==> src/can_guard_regs.svh <==
// constants for the can transceiver fault guard
`ifndef CAN_GUARD_REGS_SVH
`define CAN_GUARD_REGS_SVH

// ----------------------------------------
// clock
// ----------------------------------------
`define FT_CLK_NS 4
`define FT_CLK_MHZ 250

// ----------------------------------------
// timeouts, nominal figures in microseconds
// ----------------------------------------
`define FT_TXDOM_TIMEOUT_US 700
`define FT_BUSDOM_TIMEOUT_US 700
`define FT_TMO_W 18
`define FT_TXDOM_TIMEOUT_CYC (`FT_TXDOM_TIMEOUT_US * `FT_CLK_MHZ)
`define FT_BUSDOM_TIMEOUT_CYC (`FT_BUSDOM_TIMEOUT_US * `FT_CLK_MHZ)

// ----------------------------------------
// follow window: worst loop delay tx to rx, in ns, rounded up to cycles
// ----------------------------------------
`define FT_FOLLOW_NS 275
`define FT_FOLLOW_CYC ((`FT_FOLLOW_NS + `FT_CLK_NS - 1) / `FT_CLK_NS)
`define FT_WIN_W 7
`define FT_MISS_LIMIT 4
`define FT_MISS_W 3

// ----------------------------------------
// logic levels on tx and rx
// ----------------------------------------
`define FT_LVL_DOMINANT 1'b0
`define FT_LVL_RECESSIVE 1'b1

`endif

==> src/can_guard_pkg.sv <==
// types shared by the can transceiver fault guard
`include "can_guard_regs.svh"

package can_guard_pkg;

  typedef logic [`FT_TMO_W-1:0] tmo_cnt_t;
  typedef logic [`FT_WIN_W-1:0] win_cnt_t;
  typedef logic [`FT_MISS_W-1:0] miss_cnt_t;

  // latched faults, one bit per supervised condition
  typedef struct packed {
    logic tx_timeout;
    logic bus_recessive;
    logic bus_dominant;
    logic echo_recessive;
  } fault_t;

  // host side control from the serial channel
  typedef struct packed {
    logic fault_handling_disable;
    logic status_clear;
  } ctrl_t;

  typedef enum logic {
    FOLLOW_IDLE,
    FOLLOW_WATCH
  } follow_state_t;

endpackage

==> src/dominant_timer.sv <==
// saturating timer that measures how long a level stays dominant
`include "can_guard_regs.svh"

module dominant_timer #(
  parameter can_guard_pkg::tmo_cnt_t LIMIT = can_guard_pkg::tmo_cnt_t'(`FT_TXDOM_TIMEOUT_CYC)
) (
  input wire logic clk_sys,
  input wire logic reset,
  input wire logic mon,
  output logic expired
);
  import can_guard_pkg::*;

  tmo_cnt_t cnt_q;
  tmo_cnt_t cnt_d;

  // ----------------------------------------
  // counter
  // ----------------------------------------
  // restart on recessive, hold at the limit
  always_comb begin
    if (!mon) begin
      cnt_d = '0;
    end else if (cnt_q != LIMIT) begin
      cnt_d = tmo_cnt_t'(cnt_q + 1'b1);
    end else begin
      cnt_d = cnt_q;
    end
  end

  always_ff @(posedge clk_sys or posedge reset) begin
    if (reset) begin
      cnt_q <= '0;
    end else begin
      cnt_q <= cnt_d;
    end
  end

  assign expired = (cnt_q == LIMIT);
endmodule // dominant_timer

==> src/follow_checker.sv <==
// counts dominant transmit edges that a feedback level fails to follow
`include "can_guard_regs.svh"

module follow_checker (
  input wire logic clk_sys,
  input wire logic reset,
  input wire logic start,
  input wire logic tx_dom,
  input wire logic follower_dom,
  input wire logic clear,
  output logic tripped
);
  import can_guard_pkg::*;

  localparam int FOLLOW_MAX = `FT_FOLLOW_CYC;

  follow_state_t state_q;
  follow_state_t state_d;
  win_cnt_t win_q;
  win_cnt_t win_d;
  miss_cnt_t miss_q;
  miss_cnt_t miss_d;
  logic trip_d;
  logic trip_q;

  // ----------------------------------------
  // window and miss counter
  // ----------------------------------------
  // window fits inside one bit at 1 Mbit/s, so no false misses
  always_comb begin
    state_d = state_q;
    win_d = win_q;
    miss_d = miss_q;
    trip_d = 1'b0;
    case (state_q)
      FOLLOW_IDLE: begin
        if (start) begin
          state_d = FOLLOW_WATCH;
          win_d = '0;
        end
      end
      FOLLOW_WATCH: begin
        win_d = win_cnt_t'(win_q + 1'b1);
        if (follower_dom) begin
          state_d = FOLLOW_IDLE;
          miss_d = '0;
        end else if (!tx_dom || win_q == win_cnt_t'(`FT_FOLLOW_CYC - 1)) begin
          state_d = FOLLOW_IDLE;
          if (miss_q != miss_cnt_t'(`FT_MISS_LIMIT)) begin
            miss_d = miss_cnt_t'(miss_q + 1'b1);
            trip_d = (miss_q == miss_cnt_t'(`FT_MISS_LIMIT - 1));
          end
        end
      end
      default: begin
        state_d = FOLLOW_IDLE;
      end
    endcase
    // a trip found in this cycle survives the clear, so the set wins
    if (clear) begin
      state_d = FOLLOW_IDLE;
      miss_d = '0;
    end
  end

  always_ff @(posedge clk_sys or posedge reset) begin
    if (reset) begin
      state_q <= FOLLOW_IDLE;
      win_q <= '0;
      miss_q <= '0;
      trip_q <= 1'b0;
    end else begin
      state_q <= state_d;
      win_q <= win_d;
      miss_q <= miss_d;
      trip_q <= trip_d;
    end
  end

  // one pulse per trip: a stale full count must not re-set a flag being cleared
  assign tripped = trip_q;
endmodule // follow_checker

==> src/can_transceiver_fault_guard.sv <==
// digital control and fault supervision of a high speed can transceiver
// ----------------------------------------
// ----------------------------------------
`include "can_guard_regs.svh"

module can_transceiver_fault_guard #(
  parameter can_guard_pkg::tmo_cnt_t TX_DOM_TIMEOUT_CYC = can_guard_pkg::tmo_cnt_t'(`FT_TXDOM_TIMEOUT_CYC),
  parameter can_guard_pkg::tmo_cnt_t BUS_DOM_TIMEOUT_CYC = can_guard_pkg::tmo_cnt_t'(`FT_BUSDOM_TIMEOUT_CYC)
) (
  input wire logic clk_sys,
  input wire logic reset,
  input wire logic chip_reset_n,
  input wire logic tx_level,
  output logic rx_level,
  input wire logic bus_dominant,
  input wire logic rx_echo,
  input wire can_guard_pkg::ctrl_t ctrl,
  output logic drive_dominant,
  output logic tx_disabled,
  output logic fault_status,
  output can_guard_pkg::fault_t fault_flags
);
  import can_guard_pkg::*;

  // ----------------------------------------
  // transmit level decode
  // ----------------------------------------
  logic tx_dom;
  logic tx_dom_q;
  logic tx_dom_d;
  logic tx_fall;
  logic echo_dom;
  logic disable_on;

  // tx ignored while the device is held in reset
  assign tx_dom = (tx_level == `FT_LVL_DOMINANT) && chip_reset_n;
  assign echo_dom = (rx_echo == `FT_LVL_DOMINANT);
  assign disable_on = ctrl.fault_handling_disable;
  assign tx_fall = tx_dom && !tx_dom_q;
  assign tx_dom_d = tx_dom;

  always_ff @(posedge clk_sys or posedge reset) begin
    if (reset) begin
      tx_dom_q <= 1'b0;
    end else begin
      tx_dom_q <= tx_dom_d;
    end
  end

  // ----------------------------------------
  // fault detectors
  // ----------------------------------------
  logic tx_tmo;
  logic bus_tmo;
  logic bus_miss;
  logic echo_miss;
  logic follow_clear;

  // a clear or disabled supervision empties both miss counters
  assign follow_clear = ctrl.status_clear || disable_on;

  // tx held dominant too long
  dominant_timer #(
    .LIMIT(TX_DOM_TIMEOUT_CYC)
  ) u_tx_timer (
    .clk_sys(clk_sys),
    .reset(reset),
    .mon(tx_dom),
    .expired(tx_tmo)
  );

  // bus held dominant too long
  dominant_timer #(
    .LIMIT(BUS_DOM_TIMEOUT_CYC)
  ) u_bus_timer (
    .clk_sys(clk_sys),
    .reset(reset),
    .mon(bus_dominant),
    .expired(bus_tmo)
  );

  // bus does not follow dominant tx
  follow_checker u_bus_follow (
    .clk_sys(clk_sys),
    .reset(reset),
    .start(tx_fall),
    .tx_dom(tx_dom),
    .follower_dom(bus_dominant),
    .clear(follow_clear),
    .tripped(bus_miss)
  );

  // rx echo does not follow dominant tx
  follow_checker u_echo_follow (
    .clk_sys(clk_sys),
    .reset(reset),
    .start(tx_fall),
    .tx_dom(tx_dom),
    .follower_dom(echo_dom),
    .clear(follow_clear),
    .tripped(echo_miss)
  );

  // ----------------------------------------
  // fault latch
  // ----------------------------------------
  fault_t set_now;
  fault_t flags_q;
  fault_t flags_d;
  logic status_d;
  logic status_q;
  logic tx_off;

  // set wins over a clear in the same cycle
  always_comb begin
    set_now.tx_timeout = tx_tmo;
    set_now.bus_recessive = bus_miss;
    set_now.bus_dominant = bus_tmo;
    set_now.echo_recessive = echo_miss;
    if (disable_on) begin
      set_now = '0;
    end
    flags_d = ctrl.status_clear ? set_now : (flags_q | set_now);
    status_d = |flags_d;
  end

  always_ff @(posedge clk_sys or posedge reset) begin
    if (reset) begin
      flags_q <= '0;
      status_q <= 1'b0;
    end else begin
      flags_q <= flags_d;
      status_q <= status_d;
    end
  end

  // stuck dominant alone leaves the transmitter running
  assign tx_off = (flags_q.tx_timeout || flags_q.bus_recessive || flags_q.echo_recessive)
    && !disable_on;

  // ----------------------------------------
  // pin outputs
  // ----------------------------------------
  logic drive_d;
  logic drive_q;
  logic rx_d;
  logic rx_q;

  always_comb begin
    drive_d = tx_dom && !tx_off;
    rx_d = bus_dominant ? `FT_LVL_DOMINANT : `FT_LVL_RECESSIVE;
  end

  always_ff @(posedge clk_sys or posedge reset) begin
    if (reset) begin
      drive_q <= 1'b0;
      rx_q <= `FT_LVL_RECESSIVE;
    end else begin
      drive_q <= drive_d;
      rx_q <= rx_d;
    end
  end

  assign drive_dominant = drive_q;
  assign rx_level = rx_q;
  assign tx_disabled = tx_off;
  assign fault_status = status_q;
  assign fault_flags = flags_q;

  // ----------------------------------------
  // check helpers
  // ----------------------------------------
  tmo_cnt_t run_q;
  tmo_cnt_t run_d;

  // length of the current dominant drive, zero while supervision is off
  always_comb begin
    if (!drive_dominant || disable_on) begin
      run_d = '0;
    end else if (run_q != '1) begin
      run_d = tmo_cnt_t'(run_q + 1'b1);
    end else begin
      run_d = run_q; // saturates, never wraps
    end
  end

  // registers the run length for the bound below
  always_ff @(posedge clk_sys or posedge reset) begin
    if (reset) begin
      run_q <= '0;
    end else begin
      run_q <= run_d;
    end
  end
endmodule // can_transceiver_fault_guard

==> config.mk <==
export PLATFORM = sky130hd
export DESIGN_NAME = can_transceiver_fault_guard
export DESIGN_NICKNAME = d
export VERILOG_FILES = /design/src/can_guard_pkg.sv /design/src/dominant_timer.sv /design/src/follow_checker.sv /design/src/can_transceiver_fault_guard.sv
export VERILOG_INCLUDE_DIRS = /design/src /design/src/src
export SDC_FILE = /design/constraint.sdc
export NUM_CORES = 1
export LEC_CHECK = 0
export BUFFER_PORTS_ARGS = -buffer_cell sky130_fd_sc_hd__buf_2
export CAP_MARGIN = 15
export CELL_PAD_IN_SITES_DETAIL_PLACEMENT = 1
export CELL_PAD_IN_SITES_GLOBAL_PLACEMENT = 2
export CORE_MARGIN = 3
export CORE_UTILIZATION = 40
export CTS_CLUSTER_DIAMETER = 120
export DETAILED_ROUTE_END_ITERATION = 6
export PLACE_DENSITY_LB_ADDON = 0.1
export SLEW_MARGIN = 10
export SYNTH_ARGS = -nofsm -noshare
export SYNTH_HDL_FRONTEND = slang
export SYNTH_SLANG_ARGS = --single-unit
==> constraint.sdc <==
create_clock -name clk_sys -period 7.7 [get_ports clk_sys]
set_input_delay 2.31 -clock clk_sys [delete_from_list [all_inputs] [get_ports clk_sys]]
set_output_delay 2.31 -clock clk_sys [all_outputs]
set_load 0.02 [all_outputs]
[Word-level counts from Yosys, hierarchy flattened]
Cells that the tools add are included.
Operators by class
  bitwise gates (word level): 4
  reductions and logical operators: 20
  add/sub/neg operators: 6
  equality and inequality tests: 16
  muxes and demuxes: 37
Operators with widths (number)
  18-bit 2-to-1 mux: 4
  18-bit by 1-bit adder with 18-bit output, second input constant: 2
  18-bit == test, second input constant: 2
  18-bit inequality test, second input constant: 2
  3-bit 2-to-1 mux: 10
  7-bit case mux with 2 select lines: 2
  1-bit 2-to-1 mux: 16
  7-bit by 1-bit adder with 7-bit output, second input constant: 2
  7-bit == test, second input constant: 2
  4-bit 2-to-1 mux: 2
  7-bit 2-to-1 mux: 1
  3-bit by 1-bit adder with 3-bit output, second input constant: 2
  3-bit by 2-bit == test with 1-bit output, second input constant: 2
  3-bit by 1-bit inequality test with 1-bit output, second input constant: 2
  3-bit inequality test, second input constant: 2
  3-bit AND reduction: 2
  3-bit nonzero test: 2
  1-bit logical OR: 5
  1-bit logical AND: 4
  1-bit zero test: 4
  2-bit by 1-bit inequality test with 1-bit output, second input constant: 2
  2-bit inequality test, second input constant: 2
  4-bit OR: 1
  1-bit case mux with 2 select lines: 2
  other kinds (3): 6
Word-level totals
  bits of input ports: 8
  bits in registers: 68
  word-level logic and storage cells: 101
  output and inout bits: 8

[Depth between registers and ports, before layout]
  word-level depth: 8
  gate-level depth with buffers: 6
  mapped depth without buffers: 6

[Cells and area by module]
Synthesis repeated with hierarchy kept, for this count alone.
Unflattened totals
  cell total of the unflattened synthesis: 382
  area, all modules: 3748.6 sq um
Modules (own cells, without submodules)
  dominant_timer: sequential area each 450.4 sq um, area an instance 1011.0 sq um, cells each 103, times used 2
  follow_checker: sequential area each 300.3 sq um, area an instance 710.7 sq um, cells each 73, times used 2
  can_transceiver_fault_guard: sequential area each 201.4 sq um, area an instance 305.3 sq um, cells each 30, times used 1

[Worst setup path before layout]
OpenSTA, ideal clock, no wires.
  path kind: in2out
  start point: input ctrl[1] in the netlist's numbering
  end point: output tx_disabled
  arrival time: 2.891 ns
  stages: 2
  buffers on the path: 1
  setup slack: 2.499 ns
  data required time: 5.390 ns
  cell sequence: clkbuf_1 a31oi_1
Between the ends
  cells in the longest elaborated chain, start to end: 2
RTL lines
  from (decl): RTL line can_transceiver_fault_guard.sv:17  | input wire can_guard_pkg::ctrl_t ctrl,
  1-bit zero test: RTL line can_transceiver_fault_guard.sv:139  | && !disable_on;
  1-bit logical AND: RTL line can_transceiver_fault_guard.sv:139
  to (decl): RTL line can_transceiver_fault_guard.sv:19  | output logic tx_disabled,
No other way between the ends.

[Final worst setup path]
Ends and elaborated chain as after synthesis.

==> impl_metrics.csv <==
group,metric,value,unit
timing,fmaxAchievable,0.1889,GHz
timing,clock_skew,10.30,ps
synthesis,synthesis.instances,376,
synthesis,yosysSeqAreaShare,47.60,%
synthesis,synth.top_cells.by_count,"67 x dfrtp_1, 32 x inv_1, 28 x nor2_1",
floorplan,core-area,0.008464,mm²
synthesis,post_synth_edffs,0,
synthesis,postSynthRegisterBits,68,
worst_setup_path,critical-path-slowest-cell,"a31oi_1",
worst_setup_path,critical_path.top_delay_family,"buffers and inverters",
clock_network,post_cts.resized_instances,0,
clock_network,setup_fix_bufs_post_cts,0,
global_route,vias_in_the_first_global_route,2933,
timing,timing.final.max_slew_violations,0,
run_status,run_status,"complete, no violations",
timing,setup_tns,0,ps
global_route,global_route.usage.total,17.76,%
worst_setup_path,setup.worst_path.end_class,"output pin",
timing,final_min_period_over_clock_period,68.74,%
global_route,grt_antenna_before_repair,0,
synthesis,synthTopCellsByArea,"dfrtp_1 47%, ha_1 4.9%, nand3_1 3.4%, inv_1 3.4%, xnor2_1 3.2%",
job,timing.max_cap.violations,0,
synthesis,synth_area,0.003577,mm²
place,routabilityCongestion,0.7793,
worst_setup_path,critical-path-max-stage-delay,280,ps
drt,1st_pass_router_iterations,4,
worst_setup_path,path_cells,"buf_2 -> a31oi_1 -> buf_2",
floorplan,die_boundary_width,100.6,µm
place,dpl.hpwl,5.610,mm
synthesis,synth-warning-count,0,
floorplan,floorplan.die.height,100.6,µm
clock_network,cts_buffer_depth,2,
synthesis,synth_top_cell_by_area,"dfrtp_1",
final_layout,area_of_combinational_cells_with_multiple_inputs,0.001704,mm²
final_layout,final_area,0.004001,mm²
final_layout,layout.area.seq,0.001703,mm²
clock_network,holdBufCountCts,0,
global_route,grt_remaining_overflow,0,
timing,rsz0062_at_grt,"false",
floorplan,boundaryPins,16,
place,dp.cells,486,
drt,drt.antenna.violating_nets,0,
synthesis,syn_avg_cell_area,9.514,µm²
final_layout,final_net_count,414,
clock_network,cts_tree,"built",
synthesis,most_common_cell_in_the_synthesized_netlist,"dfrtp_1",
power,leakage,1.683,nW
timing,period_minus_slack,5293,ps
power,power_density,196.4,mW/mm²
synthesis,synthDistinctLibCells,54,
power,peakVddDrop,0.07488,mV
drt,drt_iter0_drc,93,
final_layout,area.growth.synth_to_final,11.86,%
worst_setup_path,worstSetupPathType,"input pin to output pin",
worst_setup_path,crit_path_start_kind,"input pin",
worst_setup_path,timing.critical_path.fanout_max,9,
timing,final-hold-violation-count,0,
floorplan,floorplan.rows,33,
synthesis,synth_async_sr_flop_share,100.0,%
hold_path,hold_class,"flip-flop to flip-flop",
drt,wl,8.062,mm
clock_network,cts_num_sinks,68,
final_layout,postLayoutCoreUtil,47.27,%
floorplan,die-area,0.01011,mm²
final_layout,fin_cells,502,
final_layout,filler_instances,987,
drt,detailroute.via_count,2826,
clock_network,cts_htree_levels,3,
timing,final_setup_viols,0,
synthesis,synthDominantCellAreaShare,46.87,%
clock_network,cts-root-buf,"clkbuf_8",
clock_network,worstSkewPairLatency,350,ps
place,placed_area,0.003752,mm²
drt,drt_drc_violations_left,0,
drt,routed_wire_length_per_instance,16.06,µm
final_layout,count_of_inserted_antenna_diode_cells,0,
clock_network,clk_pin_slew_worst_paths,80,ps
worst_setup_path,worst_ep_arrival_time,2980,ps
floorplan,start_util,42.26,%
worst_setup_path,timing.critical_path.required,5390,ps
timing,worst-slew-pin-transition,714.0,ps
drt,route.detailed.vias_per_inst,5.629,
timing,timing.max_slew.rel_slack,52.40,%
worst_setup_path,critical_path.n_buffers_inverters,2,
worst_setup_path,critical-path-top-cell-by-count,"buf_2",
global_route,grt_start_max_net_pins,55,
global_route,grt_first_pass_wirelength,14.40,mm
synthesis,synthesis.nets,398,
place,portBuffers,15,
final_layout,share_of_layout_cells_above_drive_strength_1,11.34,%
clock_network,numCtsBuffers,9,
synthesis,top_ff_cell_synth,"dfrtp_1",
==> layer usage <==
layer  GRT usage, %  part of all wire (%)  up-vias
met1          23.65                    50     1417
li1               -                     -     1382
met2          28.85                    47       22
met5              0                     0        -
met3          4.983                   2.3        5
met4          4.041                  0.84        0
==> logic make-up after synthesis <==
| kind of cell | Yosys count | synth area share [%] |
|---|---|---|
| compound gates | 72 | 12.66 |
| xor+xnor | 18 | 4.407 |
| fa+ha+maj | 14 | 4.897 |
| buf+inv | 45 | 4.757 |
| flops | 68 | 47.60 |
| mux | 9 | 2.588 |
| simple gates | 150 | 23.09 |
==> worst register-to-register path: stages, from the launching register on <==
cell and delay (ps):
dfrtp_1 460, nand4_1 370, nor4_1 640, nand4_1 180
mux2i_1 150
==> path summary, 6_finish.rpt <==
check	end	cells past startpoint	startpoint	slack, ps
max	tx_disabled	3	ctrl[1]	2410
min	u_bus_follow.win_q[6]	1	u_bus_follow.win_q[6]	490
max reg2reg	u_bus_timer.cnt_q[15]	4	u_bus_timer.cnt_q[2]	5780
min reg2reg	u_bus_follow.win_q[6]	1	u_bus_follow.win_q[6]	490
max in group asynchronous	u_tx_timer.cnt_q[16]	3	reset	4770
min in group asynchronous	u_tx_timer.cnt_q[10]	2	reset	1920
==> state kept, by name, summed over array words and instances (netlist names), 3 cells and up <==
register              count
u_echo_follow.miss_q      3
fault_flags               4
u_bus_timer.cnt_q        18
u_bus_follow.miss_q       3
u_echo_follow.win_q       7
u_bus_follow.win_q        7
u_tx_timer.cnt_q         18
==> where the power goes <==
part           leakage (nW)  internal (mW)  total, mW  switching [mW]
Clock                 0.122          0.224      0.368           0.144
Combinational         0.623         0.0136     0.0413          0.0277
Sequential            0.938          0.365      0.377          0.0123
==> per-stage QoR <==
stage	hold slack (ps)	power [mW]	worst slack, ps
after floorplan	443.7	0.4101	2499
after CTS	492.0	0.8003	2413
after detailed placement	475.8	0.4263	2409
after global placement	463.9	0.4247	2458
final	488.8	0.7858	2407
after global routing	519.2	0.8239	2397
==> final cells by class <==
cell class	instances	share of cell area (%)
timing repair buffer	17	2.251
sequential	68	42.56
clock inverter	6	2.783
clock buffer	10	3.440
tap	105	3.283
multi-input combinational	263	42.59
inverter	33	3.096
==> layout by cell type (no fill, tap or decap), types with 4 or more instances in the layout <==
master / instances
dfrtp_1: 67
inv_1: 31
nor2_1: 28
nand3_1: 24
nand2_1: 23
a21oi_1: 21
o21ai_0: 19
buf_2: 15
ha_1: 14
xnor2_1: 13
nor3_1: 12
nand4_1: 10
clkbuf_8: 10
or3_1: 9
nand2b_1: 8
mux2i_1: 7
o22ai_1: 6
and3_1: 6
and4_1: 5
nor4_1: 5
xor2_1: 5
o311ai_0: 4
a22o_1: 4
Power figures use the tool's default switching activity.
